$ cat config.mk
export PLATFORM = sky130hd
export DESIGN_NAME = p2s_stat_counters
export DESIGN_NICKNAME = d
export VERILOG_FILES = /design/src/verilog/p2s_pkg.sv /design/src/verilog/p2s_stat_counters.sv
export VERILOG_INCLUDE_DIRS = /design/src /design/src/verilog
export SDC_FILE = /design/constraint.sdc
export NUM_CORES = 1
export LEC_CHECK = 0
export ABC_AREA = 0
export BUFFER_PORTS_ARGS = -buffer_cell sky130_fd_sc_hd__buf_2
export CORE_MARGIN = 4
export CORE_UTILIZATION = 25
export CTS_CLUSTER_DIAMETER = 80
export DETAILED_ROUTE_END_ITERATION = 8
export HOLD_SLACK_MARGIN = 0.02
export PLACE_DENSITY = 0.39
export RECOVER_POWER = 50
export SKIP_CTS_REPAIR_TIMING = 1
export SYNTH_ARGS = -nofsm -noshare
export SYNTH_HDL_FRONTEND = slang
export SYNTH_SLANG_ARGS = --single-unit
$ cat constraint.sdc
create_clock -name CORE_CLK -period 9.7 [get_ports CORE_CLK]
set_input_delay 0.485 -clock CORE_CLK [delete_from_list [all_inputs] [get_ports CORE_CLK]]
set_output_delay 0.485 -clock CORE_CLK [all_outputs]
set_load 0.02 [all_outputs]
$ cat src/verilog/p2s_map.svh
/*
  Offsets, reset values and field widths of the port 2 statistics bank.
  Included by the package users; holds definitions only.
*/
`ifndef P2S_MAP_SVH
`define P2S_MAP_SVH

// Counter offsets on the serial register port
`define P2S_RX_BCAST_OFF 8'hd1
`define P2S_RX_MCAST_OFF 8'hd2
`define P2S_RX_UCAST_OFF 8'hd3
`define P2S_RX_FCS_OFF 8'hd4
`define P2S_RX_ALIGN_OFF 8'hd5
`define P2S_RX_LEN_OFF 8'hd6
`define P2S_RX_PHY_OFF 8'hd7
`define P2S_TX_TOTAL_OFF 8'hd8
`define P2S_TX_BCAST_OFF 8'hd9
`define P2S_TX_MCAST_OFF 8'hda
`define P2S_TX_UCAST_OFF 8'hdb
`define P2S_RX_QFULL_OFF 8'hdc
`define P2S_RX_FILT_OFF 8'hdd
`define P2S_RX_GAP_OFF 8'hde

// Receive configuration registers steering the checks
`define P2S_GAP_THR_OFF 8'he5
`define P2S_LEN_UPPER_OFF 8'he6
`define P2S_LEN_LOWER_OFF 8'he7

// Reset values
`define P2S_COUNT_RESET 32'h0000_0000
`define P2S_GAP_THR_RESET 6'h0a
`define P2S_LEN_UPPER_RESET 16'h0618
`define P2S_LEN_LOWER_RESET 16'h0040

// Field widths and layout
`define P2S_GAP_THR_W 6
`define P2S_LEN_W 16
`define P2S_BIT_TIMES_PER_UNIT_SHIFT 3
`define P2S_NUM_COUNTERS 14

`endif

$ cat src/verilog/p2s_pkg.sv
/*
  Types shared by the port 2 statistics bank.
  Assumes p2s_map.svh supplies the numeric constants.
*/
`default_nettype none

package p2s_pkg;

  // One 32-bit statistics word
  typedef logic [31:0] p2s_count_t;

  // Destination class of a frame, one-hot
  typedef enum logic [2:0] {
    P2S_CLS_UNICAST = 3'b001,
    P2S_CLS_MULTICAST = 3'b010,
    P2S_CLS_BROADCAST = 3'b100
  } p2s_class_t;

  // Sort a destination address into its class
  function automatic p2s_class_t p2s_classify(input logic [47:0] dest);
    p2s_class_t cls;
    cls = P2S_CLS_UNICAST;
    if (dest == 48'hffff_ffff_ffff) begin
      cls = P2S_CLS_BROADCAST;
    end else if (dest[40]) begin
      cls = P2S_CLS_MULTICAST;
    end
    return cls;
  endfunction

endpackage : p2s_pkg

`default_nettype wire

$ cat src/verilog/p2s_stat_counters.sv
/*
  Port 2 MAC statistics counter bank: fourteen 32-bit read-only counters
  fed by one-cycle frame events, plus the receive gap threshold and
  length limits that steer the error checks.
  Assumes all event inputs come from MAC and switch logic on CORE_CLK,
  each event a one-cycle pulse with its qualifiers valid in that cycle,
  and a register reader on the same clock.
  Assumes REG_RD and REG_WR are one-cycle strobes that may share a cycle,
  and that a frame event lasts one cycle: a FRAME_DONE held high
  counts once for every cycle it stays high.
*/
// Behaviour
// RL1 - Count every received broadcast frame, good or errored.
// RL2 - Count every received multicast frame, good or errored.
// RL3 - Count every received unicast frame, good or errored.
// RL4 - Count received frames whose frame check sequence fails.
// RL5 - Count received frames with an alignment error.
// RL6 - Count received frames longer than upper or shorter than lower limit.
// RL7 - On early silicon the PHY error counter never moves.
// RL8 - PHY-corrupted frames are counted as frame check failures.
// RL9 - Count every transmitted frame.
// RL10 - Count transmitted broadcast frames.
// RL11 - Count transmitted multicast frames.
// RL12 - Count transmitted unicast frames.
// RL13 - Count received frames dropped for lack of destination queue room.
// RL14 - Early silicon: flooded frame counts as full drop only if both full.
// RL15 - Count received frames dropped by address filtering.
// RL16 - Count received frames with an interframe gap violation.
// RL17 - Gap not above threshold times 8 bit times drops frame, raises flag.
// RL18 - Length limits writable, defaults 0x618 upper and 0x40 lower.
// RL19 - Counters reset to zero, ignore writes, wrap, are not cleared by reads.
// RL20 - All-ones address broadcast, group bit multicast, else unicast.
`timescale 1ns/10ps
`default_nettype none
`include "p2s_map.svh"

module p2s_stat_counters
  import p2s_pkg::*;
(
  // Clock and reset
  input wire logic CORE_CLK,
  input wire logic RST_N,
  // Silicon revision level
  input wire logic EARLY_SILICON_REVISION,
  // Receive frame event
  input wire logic RX_FRAME_DONE,
  input wire logic [47:0] RX_DEST_ADDR,
  input wire logic [15:0] RX_FRAME_LENGTH,
  input wire logic [15:0] RX_GAP_BIT_TIMES,
  input wire logic RX_FCS_BAD,
  input wire logic RX_ALIGN_ERROR,
  input wire logic RX_PHY_ERROR,
  // Receive forwarding outcome
  input wire logic RX_TO_HOST,
  input wire logic RX_TO_OTHER_PORT,
  input wire logic RX_HOST_QUEUE_FULL,
  input wire logic RX_OTHER_QUEUE_FULL,
  input wire logic RX_FILTER_DROP,
  // Transmit frame event
  input wire logic TX_FRAME_DONE,
  input wire logic [47:0] TX_DEST_ADDR,
  // Register port
  input wire logic REG_RD,
  input wire logic REG_WR,
  input wire logic [7:0] REG_ADDR,
  input wire logic [31:0] REG_WDATA,
  output logic [31:0] REG_RDATA,
  output logic REG_RD_VALID,
  // Gap check results
  output logic RX_GAP_ERROR_FLAG,
  output logic RX_GAP_DROP
);

  localparam int NUM_COUNTERS = `P2S_NUM_COUNTERS;

  // Counter slots in address order, base at the broadcast counter
  localparam logic [7:0] CNT_BASE = `P2S_RX_BCAST_OFF;
  localparam int IDX_RX_BCAST = 0;
  localparam int IDX_RX_MCAST = 1;
  localparam int IDX_RX_UCAST = 2;
  localparam int IDX_RX_FCS = 3;
  localparam int IDX_RX_ALIGN = 4;
  localparam int IDX_RX_LEN = 5;
  localparam int IDX_RX_PHY = 6;

  // Transmit counter slots
  localparam int IDX_TX_TOTAL = 7;
  localparam int IDX_TX_BCAST = 8;
  localparam int IDX_TX_MCAST = 9;
  localparam int IDX_TX_UCAST = 10;

  // Receive drop and gap counter slots
  localparam int IDX_RX_QFULL = 11;
  localparam int IDX_RX_FILT = 12;
  localparam int IDX_RX_GAP = 13;

  // Counter storage, one word per statistic
  p2s_count_t count_mem [NUM_COUNTERS];

  // Configuration steering the receive checks
  logic [`P2S_GAP_THR_W-1:0] rx_gap_threshold;
  logic [`P2S_LEN_W-1:0] rx_length_upper_limit;
  logic [`P2S_LEN_W-1:0] rx_length_lower_limit;

  // Receive destination class
  p2s_class_t rx_class;
  assign rx_class = p2s_classify(RX_DEST_ADDR); // RL20

  // Transmit destination class, same sorting as receive
  p2s_class_t tx_class;
  assign tx_class = p2s_classify(TX_DEST_ADDR); // RL20

  // Gap limit in bit times: threshold times eight, shifted in place
  wire [15:0] gap_limit_bits;
  assign gap_limit_bits = {7'h00, rx_gap_threshold, 3'b000}; // RL17

  // Gap verdict; equality is still a violation
  wire rx_gap_violation;
  assign rx_gap_violation = RX_GAP_BIT_TIMES <= gap_limit_bits; // RL17

  // Longer than the writable upper limit
  wire rx_too_long;
  assign rx_too_long = RX_FRAME_LENGTH > rx_length_upper_limit; // RL6

  // Shorter than the writable lower limit; both bounds are strict
  wire rx_too_short;
  assign rx_too_short = RX_FRAME_LENGTH < rx_length_lower_limit; // RL6

  // Flooded frame: both the host and the other port are destinations
  wire rx_flooded;
  assign rx_flooded = RX_TO_HOST & RX_TO_OTHER_PORT;

  // Any chosen destination without room loses the frame there
  wire rx_any_dest_full;
  assign rx_any_dest_full = (RX_TO_HOST & RX_HOST_QUEUE_FULL)
                          | (RX_TO_OTHER_PORT & RX_OTHER_QUEUE_FULL); // RL13

  // Both destinations without room
  wire rx_all_dest_full;
  assign rx_all_dest_full = RX_HOST_QUEUE_FULL & RX_OTHER_QUEUE_FULL;

  // Early silicon misses half-dropped flooded frames; later parts do not
  wire rx_queue_full_drop;
  assign rx_queue_full_drop = (EARLY_SILICON_REVISION & rx_flooded)
                            ? rx_all_dest_full   // RL14
                            : rx_any_dest_full;  // RL13

  // The reduced interface hides symbol errors on early silicon
  wire rx_phy_count_en;
  assign rx_phy_count_en = RX_PHY_ERROR & ~EARLY_SILICON_REVISION; // RL7

  // Per-counter increment strobes, one bit per counter slot
  wire [NUM_COUNTERS-1:0] count_inc;

  // Received broadcast frames, good or errored
  assign count_inc[IDX_RX_BCAST] = RX_FRAME_DONE
                                 & (rx_class == P2S_CLS_BROADCAST); // RL1

  // Received multicast frames, good or errored
  assign count_inc[IDX_RX_MCAST] = RX_FRAME_DONE
                                 & (rx_class == P2S_CLS_MULTICAST); // RL2

  // Received unicast frames, good or errored
  assign count_inc[IDX_RX_UCAST] = RX_FRAME_DONE
                                 & (rx_class == P2S_CLS_UNICAST); // RL3

  // Frame check failures; a PHY-corrupted frame fails its check too
  assign count_inc[IDX_RX_FCS] = RX_FRAME_DONE
                               & (RX_FCS_BAD | RX_PHY_ERROR); // RL4 RL8

  // Alignment errors
  assign count_inc[IDX_RX_ALIGN] = RX_FRAME_DONE & RX_ALIGN_ERROR; // RL5

  // Frames outside the length window
  assign count_inc[IDX_RX_LEN] = RX_FRAME_DONE
                               & (rx_too_long | rx_too_short); // RL6

  // PHY errors, only where the interface can report them
  assign count_inc[IDX_RX_PHY] = RX_FRAME_DONE & rx_phy_count_en; // RL7

  // Every transmitted frame
  assign count_inc[IDX_TX_TOTAL] = TX_FRAME_DONE; // RL9

  // Transmitted broadcast frames
  assign count_inc[IDX_TX_BCAST] = TX_FRAME_DONE
                                 & (tx_class == P2S_CLS_BROADCAST); // RL10

  // Transmitted multicast frames
  assign count_inc[IDX_TX_MCAST] = TX_FRAME_DONE
                                 & (tx_class == P2S_CLS_MULTICAST); // RL11

  // Transmitted unicast frames
  assign count_inc[IDX_TX_UCAST] = TX_FRAME_DONE
                                 & (tx_class == P2S_CLS_UNICAST); // RL12

  // Frames lost to a full destination queue
  assign count_inc[IDX_RX_QFULL] = RX_FRAME_DONE & rx_queue_full_drop; // RL13 RL14

  // Frames removed by the address filter
  assign count_inc[IDX_RX_FILT] = RX_FRAME_DONE & RX_FILTER_DROP; // RL15

  // Frames behind too short a gap; counted even though they are dropped
  assign count_inc[IDX_RX_GAP] = RX_FRAME_DONE & rx_gap_violation; // RL16

  // Counters: plain 32-bit adders wrap from all ones to zero
  for (genvar i = 0; i < NUM_COUNTERS; i++) begin : g_count
    always_ff @(posedge CORE_CLK) begin
      if (!RST_N) begin
        count_mem[i] <= `P2S_COUNT_RESET; // RL19
      end else if (count_inc[i]) begin
        count_mem[i] <= count_mem[i] + 32'h0000_0001; // RL19
      end
    end
  end

  // Counter window decode; the slot is the offset from the first counter
  wire [7:0] cnt_offset;
  wire cnt_hit;
  assign cnt_offset = REG_ADDR - CNT_BASE;
  assign cnt_hit = (REG_ADDR >= `P2S_RX_BCAST_OFF)
                 && (REG_ADDR <= `P2S_RX_GAP_OFF);

  // Configuration register decode
  wire gap_thr_hit;
  wire len_upper_hit;
  wire len_lower_hit;
  assign gap_thr_hit = REG_ADDR == `P2S_GAP_THR_OFF;
  assign len_upper_hit = REG_ADDR == `P2S_LEN_UPPER_OFF;
  assign len_lower_hit = REG_ADDR == `P2S_LEN_LOWER_OFF;

  // Counter word; slots past the last counter are never selected
  wire [3:0] cnt_index;
  wire [31:0] cnt_word;
  assign cnt_index = cnt_offset[3:0];
  assign cnt_word = cnt_hit ? count_mem[cnt_index] : 32'h0000_0000;

  // Read mux; unmapped addresses and reserved bits read zero
  wire [31:0] next_rdata;
  assign next_rdata = cnt_hit ? cnt_word
                    : gap_thr_hit ? {26'h000_0000, rx_gap_threshold}
                    : len_upper_hit ? {16'h0000, rx_length_upper_limit}
                    : len_lower_hit ? {16'h0000, rx_length_lower_limit}
                    : 32'h0000_0000;

  // Read answer one cycle after the strobe
  always_ff @(posedge CORE_CLK) begin
    if (!RST_N) begin
      REG_RD_VALID <= 1'b0;
    end else begin
      REG_RD_VALID <= REG_RD;
    end
  end

  // Read data holds until the next read; reads never disturb counts
  always_ff @(posedge CORE_CLK) begin
    if (!RST_N) begin
      REG_RDATA <= 32'h0000_0000;
    end else if (REG_RD) begin
      REG_RDATA <= next_rdata; // RL19
    end
  end

  // Gap threshold; writes to counter addresses fall through
  always_ff @(posedge CORE_CLK) begin
    if (!RST_N) begin
      rx_gap_threshold <= `P2S_GAP_THR_RESET;
    end else if (REG_WR && gap_thr_hit) begin
      rx_gap_threshold <= REG_WDATA[`P2S_GAP_THR_W-1:0]; // RL17
    end
  end

  // Upper length limit
  always_ff @(posedge CORE_CLK) begin
    if (!RST_N) begin
      rx_length_upper_limit <= `P2S_LEN_UPPER_RESET; // RL18
    end else if (REG_WR && len_upper_hit) begin
      rx_length_upper_limit <= REG_WDATA[`P2S_LEN_W-1:0]; // RL18
    end
  end

  // Lower length limit
  always_ff @(posedge CORE_CLK) begin
    if (!RST_N) begin
      rx_length_lower_limit <= `P2S_LEN_LOWER_RESET; // RL18
    end else if (REG_WR && len_lower_hit) begin
      rx_length_lower_limit <= REG_WDATA[`P2S_LEN_W-1:0]; // RL18
    end
  end

  // Gap drop pulse: one cycle for each offending frame
  always_ff @(posedge CORE_CLK) begin
    if (!RST_N) begin
      RX_GAP_DROP <= 1'b0;
    end else begin
      RX_GAP_DROP <= RX_FRAME_DONE & rx_gap_violation; // RL17
    end
  end

  // Gap flag sticks until the next received frame gives its own verdict
  always_ff @(posedge CORE_CLK) begin
    if (!RST_N) begin
      RX_GAP_ERROR_FLAG <= 1'b0;
    end else if (RX_FRAME_DONE) begin
      RX_GAP_ERROR_FLAG <= rx_gap_violation; // RL17
    end
  end

endmodule // p2s_stat_counters

`default_nettype wire

# Yosys cells after proc, flatten, opt, wreduce, memory -nomap -nowiden

Memories as Yosys holds them, arrays and structs flattened.
Index checks and enable logic that the tools add are counted.

Add/subtract/negate cells: 15
Muxes and demuxes: 66
Equal/unequal tests: 11
Bitwise operators: 37
Reduce and logical (&&, ||, !) cells: 4
$lt $le $gt $ge: 5

Operators by type and width:

| cell                                                               | count |
|---|---|
| 32-bit 2-to-1 mux                                                  | 15 |
| 32-bit by 1-bit adder with 32-bit output, second input constant    | 14 |
| 48-bit == test, second input constant                              | 2 |
| 16-bit 2-to-1 mux                                                  | 3 |
| 1-bit 2-to-1 mux                                                   | 44 |
| 8-bit == test, second input constant                               | 3 |
| 1-bit bitwise AND                                                  | 19 |
| 1-bit bitwise OR                                                   | 17 |
| 16-bit > comparator                                                | 1 |
| 16-bit by 9-bit <= comparator with 1-bit output                    | 1 |
| 16-bit less-than comparator                                        | 1 |
| 8-bit greater-or-equal comparator, second input constant           | 1 |
| 8-bit <= comparator, second input constant                         | 1 |
| 3-bit by 1-bit == test with 1-bit output, second input constant    | 2 |
| 3-bit by 2-bit == test with 1-bit output, second input constant    | 2 |
| 3-bit == test, second input constant                               | 2 |
| 3-bit 2-to-1 mux                                                   | 2 |
| 1-bit logical AND                                                  | 4 |
| 2-bit 2-to-1 mux                                                   | 2 |
| 4-bit by 1-bit subtractor with 4-bit output, second input constant | 1 |
| 1-bit NOT                                                          | 1 |

Memories: 1
Memory bits (writable): 448
Flip-flop bits (word level): 73
Output and inout port bits: 35

Memories:

| memory    | depth | bits a word | rd ports | clocked after memory_dff | wr ports | line                    | text |
|---|---|---|---|---|---|---|---|
| count_mem | 14    | 32          | 15       | 0                        | 14       | p2s_stat_counters.sv:98 | `p2s_count_t count_mem [NUM_COUNTERS];` |

# Longest topological paths before layout

Depth after elaboration: 8
Gate-level depth with buffers: 15
Gate-level depth less buffers: 7

# Worst setup path after synthesis

Ideal clock, no wire load.

Kind: input to register
From: input port RX_FRAME_LENGTH[15]
To: memory count_mem[5][0] in the netlist's numbering (enable)
Setup time: 0.533 ns
Setup slack: 3.814 ns
Stages: 6
Required time: 9.167 ns
Arrival: 5.352 ns
Cells stage by stage: ha_1 nand4_1 or2_2 a211oi_1 nor3_1 o311ai_0

RTL lines:

| element     | line                    | text |
|---|---|---|
| from (decl) | p2s_stat_counters.sv:48 | `input wire logic [15:0] RX_FRAME_LENGTH,` |
| to (decl)   | p2s_stat_counters.sv:98 |  |

==> flow_summary.yaml <==
timing:
  setup_tns_ns: 0
  relSlewSlack_pct: -50.3
  fin_worst_skew_ns: 0.0274
  max_freq_ghz: 0.201
  hold_viol: 0
  min_period_ns: 4.98
  fin_crit_sh_pct: 51.3
  slew_viol_final: 661
  tightest_slew_ns: 2.25
  rsz0062_at_grt: "false"
  finalSetupViolations: 0
clock_tree:
  cts_made_buffers: 66
  worstSkewPairLatency_ns: 0.63
  cts_tree: "yes"
  clock_path_buffers: 3
  h-tree-depth: 3
  path_clk_slew_ns: 0.06
  cts-root-buf: "clkbuf_16"
  numClockSinks: 521
synthesis:
  syn_area_per_cell_um2: 10.1
  synth_area_leaders: "edfxtp_1, mux4_2, xnor2_1"
  postSynthCellCount: 3136
  synth_area_um2: 31600
  synth_edf_count: 448
  synth_top_area_share_pct: 42.5
  yosysTopAreaCell: "edfxtp_1"
  yosys_warnings: 0
  ys.flop_type: "edfxtp_1"
  synth_seq_area_share_pct: 47.2
  synthesis.nets: 3374
  synth-seq-cells: 521
  async_flop_share_pct: 0
  synth_cell_types: 60
global_route:
  antenna_found_initial: 4
  grt_start_max_net_pins: 82
  grt_usage_pct: 15.6
  grt_pass1_vias: 23600
  overflow: 0
  grt_pass1_wl_mm: 158
final_layout:
  fin_nets: 3527
  nFillCells: 13300
  synthToLayoutAreaGrowth_pct: 15.6
  utilization_pct: 29.1
  finish.instance_area_um2: 36600
  drive_above_1_share_pct: 12.3
  instances_no_fill: 4990
placed_design:
  postPlaceCellArea_um2: 34600
  post-place-cells: 4871
  port_buffers: 201
  detailed_place_hpwl_mm: 76.6
  gp_congestion: 0.799
floorplan:
  rows: 130
  die_x_um: 364
  die_h_um: 364
  core_area_um2: 126000
  num_io_pins: 218
  die_area_um2: 132000
  initial_utilization_pct: 25.2
critical_path:
  crit-reg2reg-launch: "rx_length_upper_limit[13]"
  crit_fanout: 45
  ff2ff_setup_slack_ns: 6.57
  crit_type: "primary input to register"
  worstSetupStartpointType: "primary input"
  reg2reg_depth: 8
  startpoint: "RST_N"
  worst_setup_path_end_kind: "register"
  cp.required_ns: 10.14
  r2r-end: "count_mem[5][26]"
  crit_arrival_ns: 5.42
  crit_end: "count_mem[3][25]"
drt:
  ant_nets: 0
  post_drt_via_cell_ratio: 4.90
  routed_wl_mm: 105
  vias: 24500
  routedWlPerCell_um: 21.1
  drtPass1Iterations: 5
  initialDrtViolationCount: 1862
  drcViolationCount: 0
outcome:
  status: "complete, but fails checks"
  violations: "capacitance limit, slew limit"
flow_run:
  max-cap-violations: 20
worst_hold_path:
  min_path_type: "primary input to register"
power_and_ir_drop:
  cellPowerDensity_nw_per_um2: 158
  leakagePower_nw: 11.7
  vdd_drop_max_uv: 94.0
cell usage after synthesis (3+ instances only):
cell type  count
mux4_2        95
nand4_1      125
and3_1        54
clkbuf_1     140
nor3_1        81
or3_1         41
edfxtp_1     448
a32o_1        10
a21oi_1      134
nand2b_1       3
nor2b_1       20
and2_1        20
o21a_1         3
nand3_1      150
buf_2         13
inv_1        103
ha_1          55
nor4b_1        4
o21ai_0      139
mux2i_1       70
or4_1         21
nor3b_1        5
nand2_1      318
nor4_1        98
and4_1        48
a31oi_1        7
and3_2         3
buf_1         14
xor2_1       142
dfxtp_1       73
o31ai_1       11
o211ai_1      14
a2111oi_0      4
nor2_1       394
xnor2_1      230
or2_2          7
o22ai_1       13
where the power goes:
part           total, mW  switching [mW]  leakage [nW]  internal (mW)
combinational      0.576           0.341          5.37          0.235
clock               2.48            1.03          1.02           1.45
sequential          2.72           0.157          5.36           2.56
worst max-delay path: stages:
cell      delay [ns]
clkbuf_1        0.82
inv_1           1.09
nor2_1          0.52
clkbuf_1        0.74
o21ai_0         0.21
clkbuf_1        0.67
or4_1           0.71
o21ai_0         0.10
layout by cell type, fill, tap and decap left out, drive strengths merged, types with 7 or more instances in the layout:
master,Yosys,routed
a31oi,7,7
mux4,96,96
nand2,318,318
and2,21,21
ha,55,55
clkinv,0,17
a21oi,134,134
and4,49,49
nor2,394,394
nor3,82,82
o31ai,11,11
o21ai,139,139
inv,104,106
nor4,100,100
and3,57,57
dfxtp,73,73
buf,28,198
nand4,126,126
nor2b,20,20
o211ai,14,14
nand3,150,150
or4,22,22
or3,42,42
edfxtp,448,448
a32o,10,10
or2,7,7
mux2i,70,70
xor2,142,142
xnor2,230,230
clkbuf,141,150
o22ai,13,13
state kept, by name, summed over array words and instances (netlist names):
| name | cells |
|---|---|
| count_mem | 448 |
| REG_RDATA | 32 |
| rx_length_lower_limit | 16 |
| rx_length_upper_limit | 16 |
| rx_gap_threshold | 6 |
| REG_RD_VALID | 1 |
| RX_GAP_DROP | 1 |
| RX_GAP_ERROR_FLAG | 1 |
per-stage QoR:
stage                     worst slack, ns  power (mW)  hold slack (ns)
after CTS                            6.19        5.88           0.0785
final                                4.72        5.78            0.117
after global routing                 4.31        6.03            0.109
after global placement               5.54        3.36            0.434
after floorplan                      3.81        3.08            0.440
after detailed placement             5.52        3.36            0.437
metal layers:
metal	vias up	part of all wire, %	global-route usage (%)
met2	500	45	24.8
met4	0	2.2	4.23
met5	-	0	0
met1	12000	48	21.9
li1	11800	-	-
met3	99	5.0	2.76
final cells by class:
type	count	area (um2)	area share [%]
multi-input combinational	2342	15800	43.2
sequential	521	14900	40.8
tap	1650	2060	5.65
clock buffer	94	1840	5.04
timing repair buffer	254	1290	3.54
inverter	104	390	1.07
clock inverter	24	241	0.661
antenna	1	2.50	0.00685
worst min path at each step:
stage / slack, ns / depth (start not counted) / endpoint / from
4_1_cts: 0.08 / 3 / rx_length_upper_limit[13] / REG_WDATA[13]
3_5_place_dp: 0.44 / 2 / REG_RDATA[18] / REG_RDATA[18]
2_1_floorplan: 0.44 / 2 / rx_length_lower_limit[0] / rx_length_lower_limit[0]
6_report: 0.12 / 3 / rx_length_upper_limit[13] / REG_WDATA[13]
5_1_grt: 0.11 / 3 / rx_length_upper_limit[14] / REG_WDATA[14]
3_3_place_gp: 0.43 / 2 / REG_RDATA[30] / REG_RDATA[30]
logic make-up after synthesis:
logic type	synth area share (%)
simple gates	21.9
flops	47.2
xor+xnor	10.3
compound gates	6.04
buf+inv	3.35
mux	9.06
fa+ha+maj	2.18
No activity file was read; power rests on OpenSTA's default activity.
